$ cat src/core/dac_ctrl_pkg.sv
// Purpose: Shared constants and types for the quad converter load and clear control
// Assumes: Serial word of 24 bits; four channels of 16-bit codes
// Notes:   Word layout of the low bits is a simple address plus data split
package dac_ctrl_pkg;
	localparam int             WORD_BITS   = 24;
	localparam int             CODE_BITS   = 16;
	localparam int             CHAN_COUNT  = 4;
	localparam int             ADDR_LSB    = 16;
	localparam int             ADDR_BITS   = 2;
	localparam int             CNT_BITS    = 5;
	localparam logic [15:0]    RESET_CODE  = 16'h0000;
	localparam logic [15:0]    ZERO_CODE   = 16'h0000;
	localparam logic [15:0]    MID_CODE    = 16'h8000;
	localparam logic [4:0]     WORD_COUNT  = 5'h18;

	// Synchronised serial link, load and clear pin levels
	typedef struct packed {
		logic frame_n;
		logic sclk;
		logic serial_in;
		logic load_n;
		logic clear_n;
	} pins_type;

	typedef logic [CHAN_COUNT-1:0][CODE_BITS-1:0] bank_type;
endpackage

$ cat src/core/dac_load_clear.sv
// Purpose: Serial word capture, input and output register banks, load and clear control
// Assumes: All pins are asynchronous to clk_sys_i and are sampled through two flip-flops
// Notes:   Serial clock edges are found from sampled levels; sclk must be slow vs clk_sys_i
//
// Contract
// - Load strobe low: addressed output register updates at frame-select rising edge.
// - Load strobe high through frame: only the input register takes the word.
// - Pending input values move to outputs only on load strobe falling edge.
// - One load strobe falling edge moves all four channels together.
// - Clear low loads output registers with zero or midscale, per clear setting.
// - Shift register contents go out on serial_out for chaining or readback.
// - Serial out changes on sclk rising edge; host samples on falling edge.
// - Frame-select low for transfer; bit in on each sclk fall; latch at frame end.
// - A write frame of 24 or more bits yields one 24-bit word, its last 24 bits.
// - After reset all output registers hold 0x0000 until written.
module dac_load_clear (
	// Clock and reset
	input  wire logic                           clk_sys_i,
	input  wire logic                           rst_i,
	// Serial link pins
	input  wire logic                           frame_n_i,
	input  wire logic                           sclk_i,
	input  wire logic                           serial_in_i,
	output logic                                serial_out_o,
	// Update and clear pins
	input  wire logic                           output_load_strobe_n_i,
	input  wire logic                           scale_reset_n_i,
	input  wire logic                           clear_mid_i,
	// Converter codes
	output dac_ctrl_pkg::bank_type              dac_code_o
);
	//--------------------------------------------------------------
	// Input synchronisers
	//--------------------------------------------------------------
	dac_ctrl_pkg::pins_type meta;
	dac_ctrl_pkg::pins_type pins;
	dac_ctrl_pkg::pins_type pins_d;
	logic                   mid_meta;
	logic                   mid_sel;

	always_ff @(posedge clk_sys_i) begin
		if (rst_i) begin
			meta         <= '{frame_n: 1'b1, sclk: 1'b0, serial_in: 1'b0, load_n: 1'b1, clear_n: 1'b1};
			pins         <= '{frame_n: 1'b1, sclk: 1'b0, serial_in: 1'b0, load_n: 1'b1, clear_n: 1'b1};
			pins_d       <= '{frame_n: 1'b1, sclk: 1'b0, serial_in: 1'b0, load_n: 1'b1, clear_n: 1'b1};
			mid_meta     <= 1'b0;
			mid_sel      <= 1'b0;
		end else begin
			meta         <= '{frame_n: frame_n_i, sclk: sclk_i, serial_in: serial_in_i,
				load_n: output_load_strobe_n_i, clear_n: scale_reset_n_i};
			pins         <= meta;
			pins_d       <= pins;
			mid_meta     <= clear_mid_i;
			mid_sel      <= mid_meta;
		end
	end

	logic sclk_rise;
	logic sclk_fall;
	logic frame_end;
	logic load_fall;
	logic in_frame;

	assign sclk_rise = pins.sclk & ~pins_d.sclk;
	assign sclk_fall = ~pins.sclk & pins_d.sclk;
	assign frame_end = pins.frame_n & ~pins_d.frame_n;
	assign load_fall = ~pins.load_n & pins_d.load_n;
	assign in_frame  = ~pins.frame_n;

	//--------------------------------------------------------------
	// Serial shift register
	//--------------------------------------------------------------
	logic [dac_ctrl_pkg::WORD_BITS-1:0] shift;
	logic [dac_ctrl_pkg::WORD_BITS-1:0] next_shift;
	logic [dac_ctrl_pkg::CNT_BITS-1:0]  bit_cnt;
	logic [dac_ctrl_pkg::CNT_BITS-1:0]  next_bit_cnt;
	logic                               sout;
	logic                               next_sout;
	logic                               held_high;
	logic                               next_held_high;

	always_comb begin
		next_shift     = shift;
		next_bit_cnt   = bit_cnt;
		next_sout      = sout;
		next_held_high = held_high;
		if (in_frame && sclk_fall) begin
			next_shift = {shift[dac_ctrl_pkg::WORD_BITS-2:0], pins.serial_in};
			if (bit_cnt != dac_ctrl_pkg::WORD_COUNT) begin
				next_bit_cnt = bit_cnt + 5'h01;
			end
		end
		if (in_frame && sclk_rise) begin
			next_sout = shift[dac_ctrl_pkg::WORD_BITS-1];
		end
		if (in_frame && !pins.load_n) begin
			next_held_high = 1'b0;
		end
		if (frame_end) begin
			next_bit_cnt   = '0;
			next_held_high = 1'b1;
		end
	end

	always_ff @(posedge clk_sys_i) begin
		if (rst_i) begin
			shift     <= '0;
			bit_cnt   <= '0;
			sout      <= 1'b0;
			held_high <= 1'b1;
		end else begin
			shift     <= next_shift;
			bit_cnt   <= next_bit_cnt;
			sout      <= next_sout;
			held_high <= next_held_high;
		end
	end

	assign serial_out_o = sout;

	//--------------------------------------------------------------
	// Input and output register banks
	//--------------------------------------------------------------
	dac_ctrl_pkg::bank_type                input_bank;
	dac_ctrl_pkg::bank_type                next_input_bank;
	dac_ctrl_pkg::bank_type                next_dac_code;
	logic [dac_ctrl_pkg::ADDR_BITS-1:0]    addr;
	logic [dac_ctrl_pkg::CODE_BITS-1:0]    data;
	logic                                  word_ok;
	logic                                  hold_mode;

	assign addr      = shift[dac_ctrl_pkg::ADDR_LSB +: dac_ctrl_pkg::ADDR_BITS];
	assign data      = shift[dac_ctrl_pkg::CODE_BITS-1:0];
	assign word_ok   = frame_end && (bit_cnt == dac_ctrl_pkg::WORD_COUNT);
	// Strobe high for the whole frame defers the output update
	assign hold_mode = held_high && pins.load_n;

	always_comb begin
		next_input_bank = input_bank;
		next_dac_code   = dac_code_o;
		if (word_ok) begin
			next_input_bank[addr] = data;
			if (!hold_mode) begin
				next_dac_code[addr] = data;
			end
		end
		if (load_fall) begin
			next_dac_code = next_input_bank;
		end
		if (!pins.clear_n) begin
			for (int i = 0; i < dac_ctrl_pkg::CHAN_COUNT; i++) begin
				next_dac_code[i] = mid_sel ? dac_ctrl_pkg::MID_CODE
					: dac_ctrl_pkg::ZERO_CODE;
			end
		end
	end

	always_ff @(posedge clk_sys_i) begin
		if (rst_i) begin
			input_bank <= {dac_ctrl_pkg::CHAN_COUNT{dac_ctrl_pkg::RESET_CODE}};
			dac_code_o <= {dac_ctrl_pkg::CHAN_COUNT{dac_ctrl_pkg::RESET_CODE}};
		end else begin
			input_bank <= next_input_bank;
			dac_code_o <= next_dac_code;
		end
	end
endmodule

$ cat config.mk
export PLATFORM = sky130hd
export DESIGN_NAME = dac_load_clear
export DESIGN_NICKNAME = d
export VERILOG_FILES = /design/src/core/dac_ctrl_pkg.sv /design/src/core/dac_load_clear.sv
export SDC_FILE = /design/constraint.sdc
export NUM_CORES = 1
export LEC_CHECK = 0
export BUFFER_PORTS_ARGS = -buffer_cell sky130_fd_sc_hd__buf_4
export CELL_PAD_IN_SITES_DETAIL_PLACEMENT = 0
export CELL_PAD_IN_SITES_GLOBAL_PLACEMENT = 1
export CORE_ASPECT_RATIO = 0.5
export CORE_MARGIN = 1
export CORE_UTILIZATION = 45
export DETAILED_ROUTE_END_ITERATION = 8
export GPL_ROUTABILITY_DRIVEN = 0
export MAX_ROUTING_LAYER = met4
export PLACE_DENSITY_LB_ADDON = 0.1
export SYNTH_ARGS = -nofsm -noshare
export SYNTH_HDL_FRONTEND = slang
export SYNTH_SLANG_ARGS = --single-unit
export TNS_END_PERCENT = 100
$ cat constraint.sdc
create_clock -name clk_sys_i -period 2.45 [get_ports clk_sys_i]
set_input_delay 0.245 -clock clk_sys_i [delete_from_list [all_inputs] [get_ports clk_sys_i]]
set_output_delay 0.245 -clock clk_sys_i [all_outputs]
set_load 0.02 [all_outputs]
**Word-level counts from Yosys, hierarchy flattened**

Index checks and enable logic that the tools add are counted.
Widths: inputs -> output; s select.

- Register bits after elaboration: 174
- Output and inout port bits: 65
- Word-level logic and storage cells: 63

- $add $sub $neg: 1
- Order comparisons: 2
- Equal/unequal tests: 4
- Multiplexer cells: 10
- Bitwise operators: 9
- Reduce and logical (&&, ||, !) cells: 10

Operators by type and width:

| operator | count |
|---|---|
| $mux 64 | 5 |
| $bwmux 64 | 2 |
| $demux 16 s2 | 1 |
| $mux 16 | 2 |
| $logic_and 1x1->1 | 6 |
| $add 5x1->5 const B | 1 |
| $eq 5x5->1 const B | 1 |
| $ne 5x5->1 const B | 1 |
| $not 1->1 | 5 |
| $and 1x1->1 | 4 |
| $reduce_and 2->1 | 2 |
| $lt 2x3->1 const B | 1 |
| $ne 3x1->1 const B | 1 |
| $ne 3x3->1 const B | 1 |
| $ge 2x1->1 const B | 1 |
| $reduce_or 2->1 | 1 |
| $logic_not 1->1 | 1 |

**Logic depth before layout (Yosys ltp)**

- Depth after elaboration: 9
- Mapped depth: 9
- Mapped depth without buffers: 6

**Least setup slack after synthesis**

Ideal clock, no wire load.

- Path type: flip-flop to flip-flop
- Start point: register bit_cnt[0] (netlist name)
- End point: register dac_code_o[36] (netlist name)
- Library setup time: 0.120 ns
- Arrival: 1.626 ns
- Path slack: 0.705 ns
- Stages on the path, launching flop included: 9
- Path buffers: 2
- Cell sequence: dfxtp_1 inv_1 ha_1 nand4b_1 buf_6 nor4_4 nor2_1 buf_2 o2bb2ai_1

- Cells in the longest elaborated chain, start to end: 5
- Elaborated cells on any way between the ends: 7
- Those cells by class: 2 x eq/ne; 3 x mux; 2 x reduce/logical

RTL lines:

| element | line | RTL |
|---|---|---|
| start: declaration | dac_load_clear.sv:75 | `logic [dac_ctrl_pkg::CNT_BITS-1:0] bit_cnt;` |
| start signal: assignment | dac_load_clear.sv:113 | `bit_cnt <= next_bit_cnt;` |
| $eq 5x5->1 * | dac_load_clear.sv:134 | `assign word_ok = frame_end && (bit_cnt == dac_ctrl_pkg::WORD_COUNT);` |
| $logic_and 1x1->1 * | dac_load_clear.sv:134 |  |
| $mux 64 | dac_load_clear.sv:141 | `if (word_ok) begin` |
| $mux 64 | dac_load_clear.sv:147 | `if (load_fall) begin` |
| $mux 64 | dac_load_clear.sv:150 | `if (!pins.clear_n) begin` |
| end signal: assignment | dac_load_clear.sv:161 | `dac_code_o <= {dac_ctrl_pkg::CHAN_COUNT{dac_ctrl_pkg::RESET_CODE}};` |
| end signal: assignment | dac_load_clear.sv:164 | `dac_code_o <= next_dac_code;` |
| end: declaration | dac_load_clear.sv:30 | `output dac_ctrl_pkg::bank_type dac_code_o` |

Mark *: on every way between the ends. The rest lies on a longest branch, timed or not.
A chain may end at the register's enable or synchronous reset.

**Worst setup path after layout**

- Start point: register bit_cnt[0] (netlist name)
- End point: register dac_code_o[5] (netlist name)

The elaborated chain is that of the path after synthesis.

==> run summary <==
Arrival @ worst endpoint: 2580 ps
min cycle time layout: 2310 ps
Worst setup SP type: flop
Max Cap Viol: 0
detailed placement HPWL: 11.2 mm
Initial Utilization: 46.5%
flop-to-flop setup slack: 140 ps
delay-heaviest family, CP: compound AO/OA/AOI/OAI gates
DRC Markers: 0
Fill cells: 1,345
Nets: 795
Final Max Slew Viols: 0
first-pass GRT wire length: 27.4 mm
die area: 0.0156 mm²
layout cells sized above 1: 19.7%
WP buf/inv: 2
Max Root-Sink Buffers: 2
mapped cell area: 0.00678 mm²
Hold Crit Depth: 2
diodes inserted: 0
grt total ovfl: 0
hold path startpoint: clear_mid_i
number of I/O port buffers: 72
count leader, synth: dfxtp_1
initial antenna violation count: 0
routed length per instance: 17.4 µm
syn_area_per_cell: 9.20 µm²
synth cell count leaders: dfxtp_1, nand2_1, a21oi_1
post-synthesis sequential area ratio: 51.3%
critical-path cell list: inv_1 -> ha_1 -> nand4b_1 -> buf_12 -> nor4_4 -> o21ai_1 -> o2bb2ai_1
CP Max Fanout: 20
pin count of the biggest net entering global routing: 110
GRT Max-Usage Layer: met2
async set-or-reset flop fraction in the synthesized netlist: 0%
CTS tree: done
Post-synth EDFFs: 0
Vias/cell: 5.49
post-route setup TNS: 0 ps
Die Ht: 88.8 µm
Synth top area share: 51.3%
worst vdd ir: 0.446 mV
CP peak stage delay: 920 ps
antenna viol nets, final: 0
Via Count: 5,464
Worst-Margin Slew: 1160 ps
Worst EP required: 2710 ps
Area contributors post-synth: dfxtp_1, nand2_1, o2bb2ai_1
final setup fails: 0
GRT met1 Usage: 31.4%
PD cells: 712 mW/mm²
Worst slew margin: 21.9%
CP endpoint kind: flop
fin crit share: 94.5%
Synthesized Nets: 747
CTS Buf Count: 17
Crit-path slowest cell: o21ai_1
Final Hold Fails: 0
grt met3 use: 4.38%
Placeable Area: 0.0146 mm²
DIE WIDTH: 176 µm
Reg-to-Reg Start: bit_cnt[0]
Yosys cell types: 50
clock root buffer: clkbuf_16
run status: completed
CTS Sinks: 174
Skew-Pair Late Insertion Delay: 430 ps
Fmax achieved: 0.432 GHz
Synth area leader: dfxtp_1
Ys Warns: 0
WL final: 17.4 mm
Hold Path End: mid_meta
Synth Register Bits: 174
Synth-to-Final Area Change: 18.1%
Synth Instances: 737
# rows: 31
r2r worst-path depth: 7
initial detailed-routing violation count: 432
H-tree Lvls: 4
GR Util met2: 36.8%
RSZ-0062 raised after global routing: false
leak pwr: 0.00272 µW
ys flop type: dfxtp_1
Clock transition at path regs: 70 ps
TritonRoute pass-1 iters: 5
Tot Pwr: 5700 µW
vias in the first global route: 5,132
I/O pin total: 73
GRT Util Overall: 23.7%
kind of critical path: flop to flop
Critical R2R Capture: dac_code_o[5]
Worst Hold Class: primary input to flop
Setup Skew: 12.9 ps
cell usage in the layout, fill, tap and decap left out, types with 4 or more instances in the layout:
master       n
inv_1        4
clkbuf_16   17
nand2_1    168
nand2b_1     6
nor3_1       6
buf_4       92
a21boi_0     4
inv_6        4
dfxtp_1    174
o2bb2ai_1   58
o21ba_2      4
nand3_1      4
nor2_1      15
o31ai_1      4
o21ai_0      6
nor2b_1      8
nor4_4       4
a22oi_1     56
mux2i_1      7
a21oi_1     84
or2_2        9
a211oi_1     4
layer usage:
layer | vias up | part of all wire, %
li1 | 2703 | -
met1 | 2619 | 49
met2 | 119 | 46
met3 | 23 | 3.8
met4 | 0 | 1.1
met5 | - | 0
layout make-up:
type,count,area [µm²],area share [%]
multi-input cells,492,2950,36.8
flip-flops and latches,174,3480,43.5
inverters,4,15.0,0.187
repair buffers,96,741,9.24
clock inverters,12,128,1.59
well taps,198,248,3.09
clock buffers,19,453,5.65
repair_timing:
action                     CTS  global route
buffers inserted             0             0
hold buffers                 3             0
setup endpoints to repair    0            28
hold endpoints to repair     3             0
gates resized for setup      0             3
worst register-to-register path, cell delays in order, from the launching register on:
cell,delay (ps)
dfxtp_1,350
inv_1,70
ha_1,210
nand4b_1,150
buf_12,200
nor4_4,100
o21ai_1,920
o2bb2ai_1,150
how the worst max path moves through the flow:
stage               startpoint              to  cells after the start
floorplan           bit_cnt[0]  dac_code_o[36]                      8
global placement    bit_cnt[0]   dac_code_o[9]                      6
detailed placement  bit_cnt[0]   dac_code_o[3]                      6
CTS                 bit_cnt[0]   dac_code_o[5]                      6
global route        bit_cnt[1]   dac_code_o[8]                      7
finish              bit_cnt[0]   dac_code_o[5]                      7
metrics by stage:
| step | cell area (µm²) | std cells | hold WS (ps) | utilization [%] | worst slack (ps) |
|---|---|---|---|---|---|
| 2_1_floorplan | 6780 | 737 | 349 | - | 705 |
| 3_3_place_gp | 7390 | 961 | 392 | 50.7 | 95.3 |
| 3_5_place_dp | 7390 | 961 | 392 | 50.7 | 62.0 |
| 6_report | 8010 | 995 | 22.6 | 54.9 | 136 |
| 4_1_cts | 8000 | 995 | 14.6 | 54.9 | 32.2 |
| 5_1_grt | 8010 | 995 | 28.8 | 54.9 | 4.32 |
registers in the layout (all words and copies together) (netlist names):
signal and count:
input_bank 64, meta 5, bit_cnt 5, pins 5, dac_code_o 64, shift 24, mid_sel 1, pins_d 3
held_high 1, serial_out_o 1, mid_meta 1
power by group:
part | switching, µW | internal [µW]
Combinational | 119 | 49.5
Clock | 1200 | 1480
Sequential | 10.1 | 2840
Total | 1330 | 4370
kinds of logic after synthesis:
| logic type | count (synthesis) | share of synthesized area, % |
|---|---|---|
| mux | 7 | 1.03 |
| buf+inv | 71 | 5.48 |
| compound gates | 232 | 23.7 |
| simple gates | 247 | 17.6 |
| xor+xnor | 4 | 0.517 |
| flops | 174 | 51.3 |
| fa+ha+maj | 2 | 0.369 |
Power figures use the tool's default switching activity.
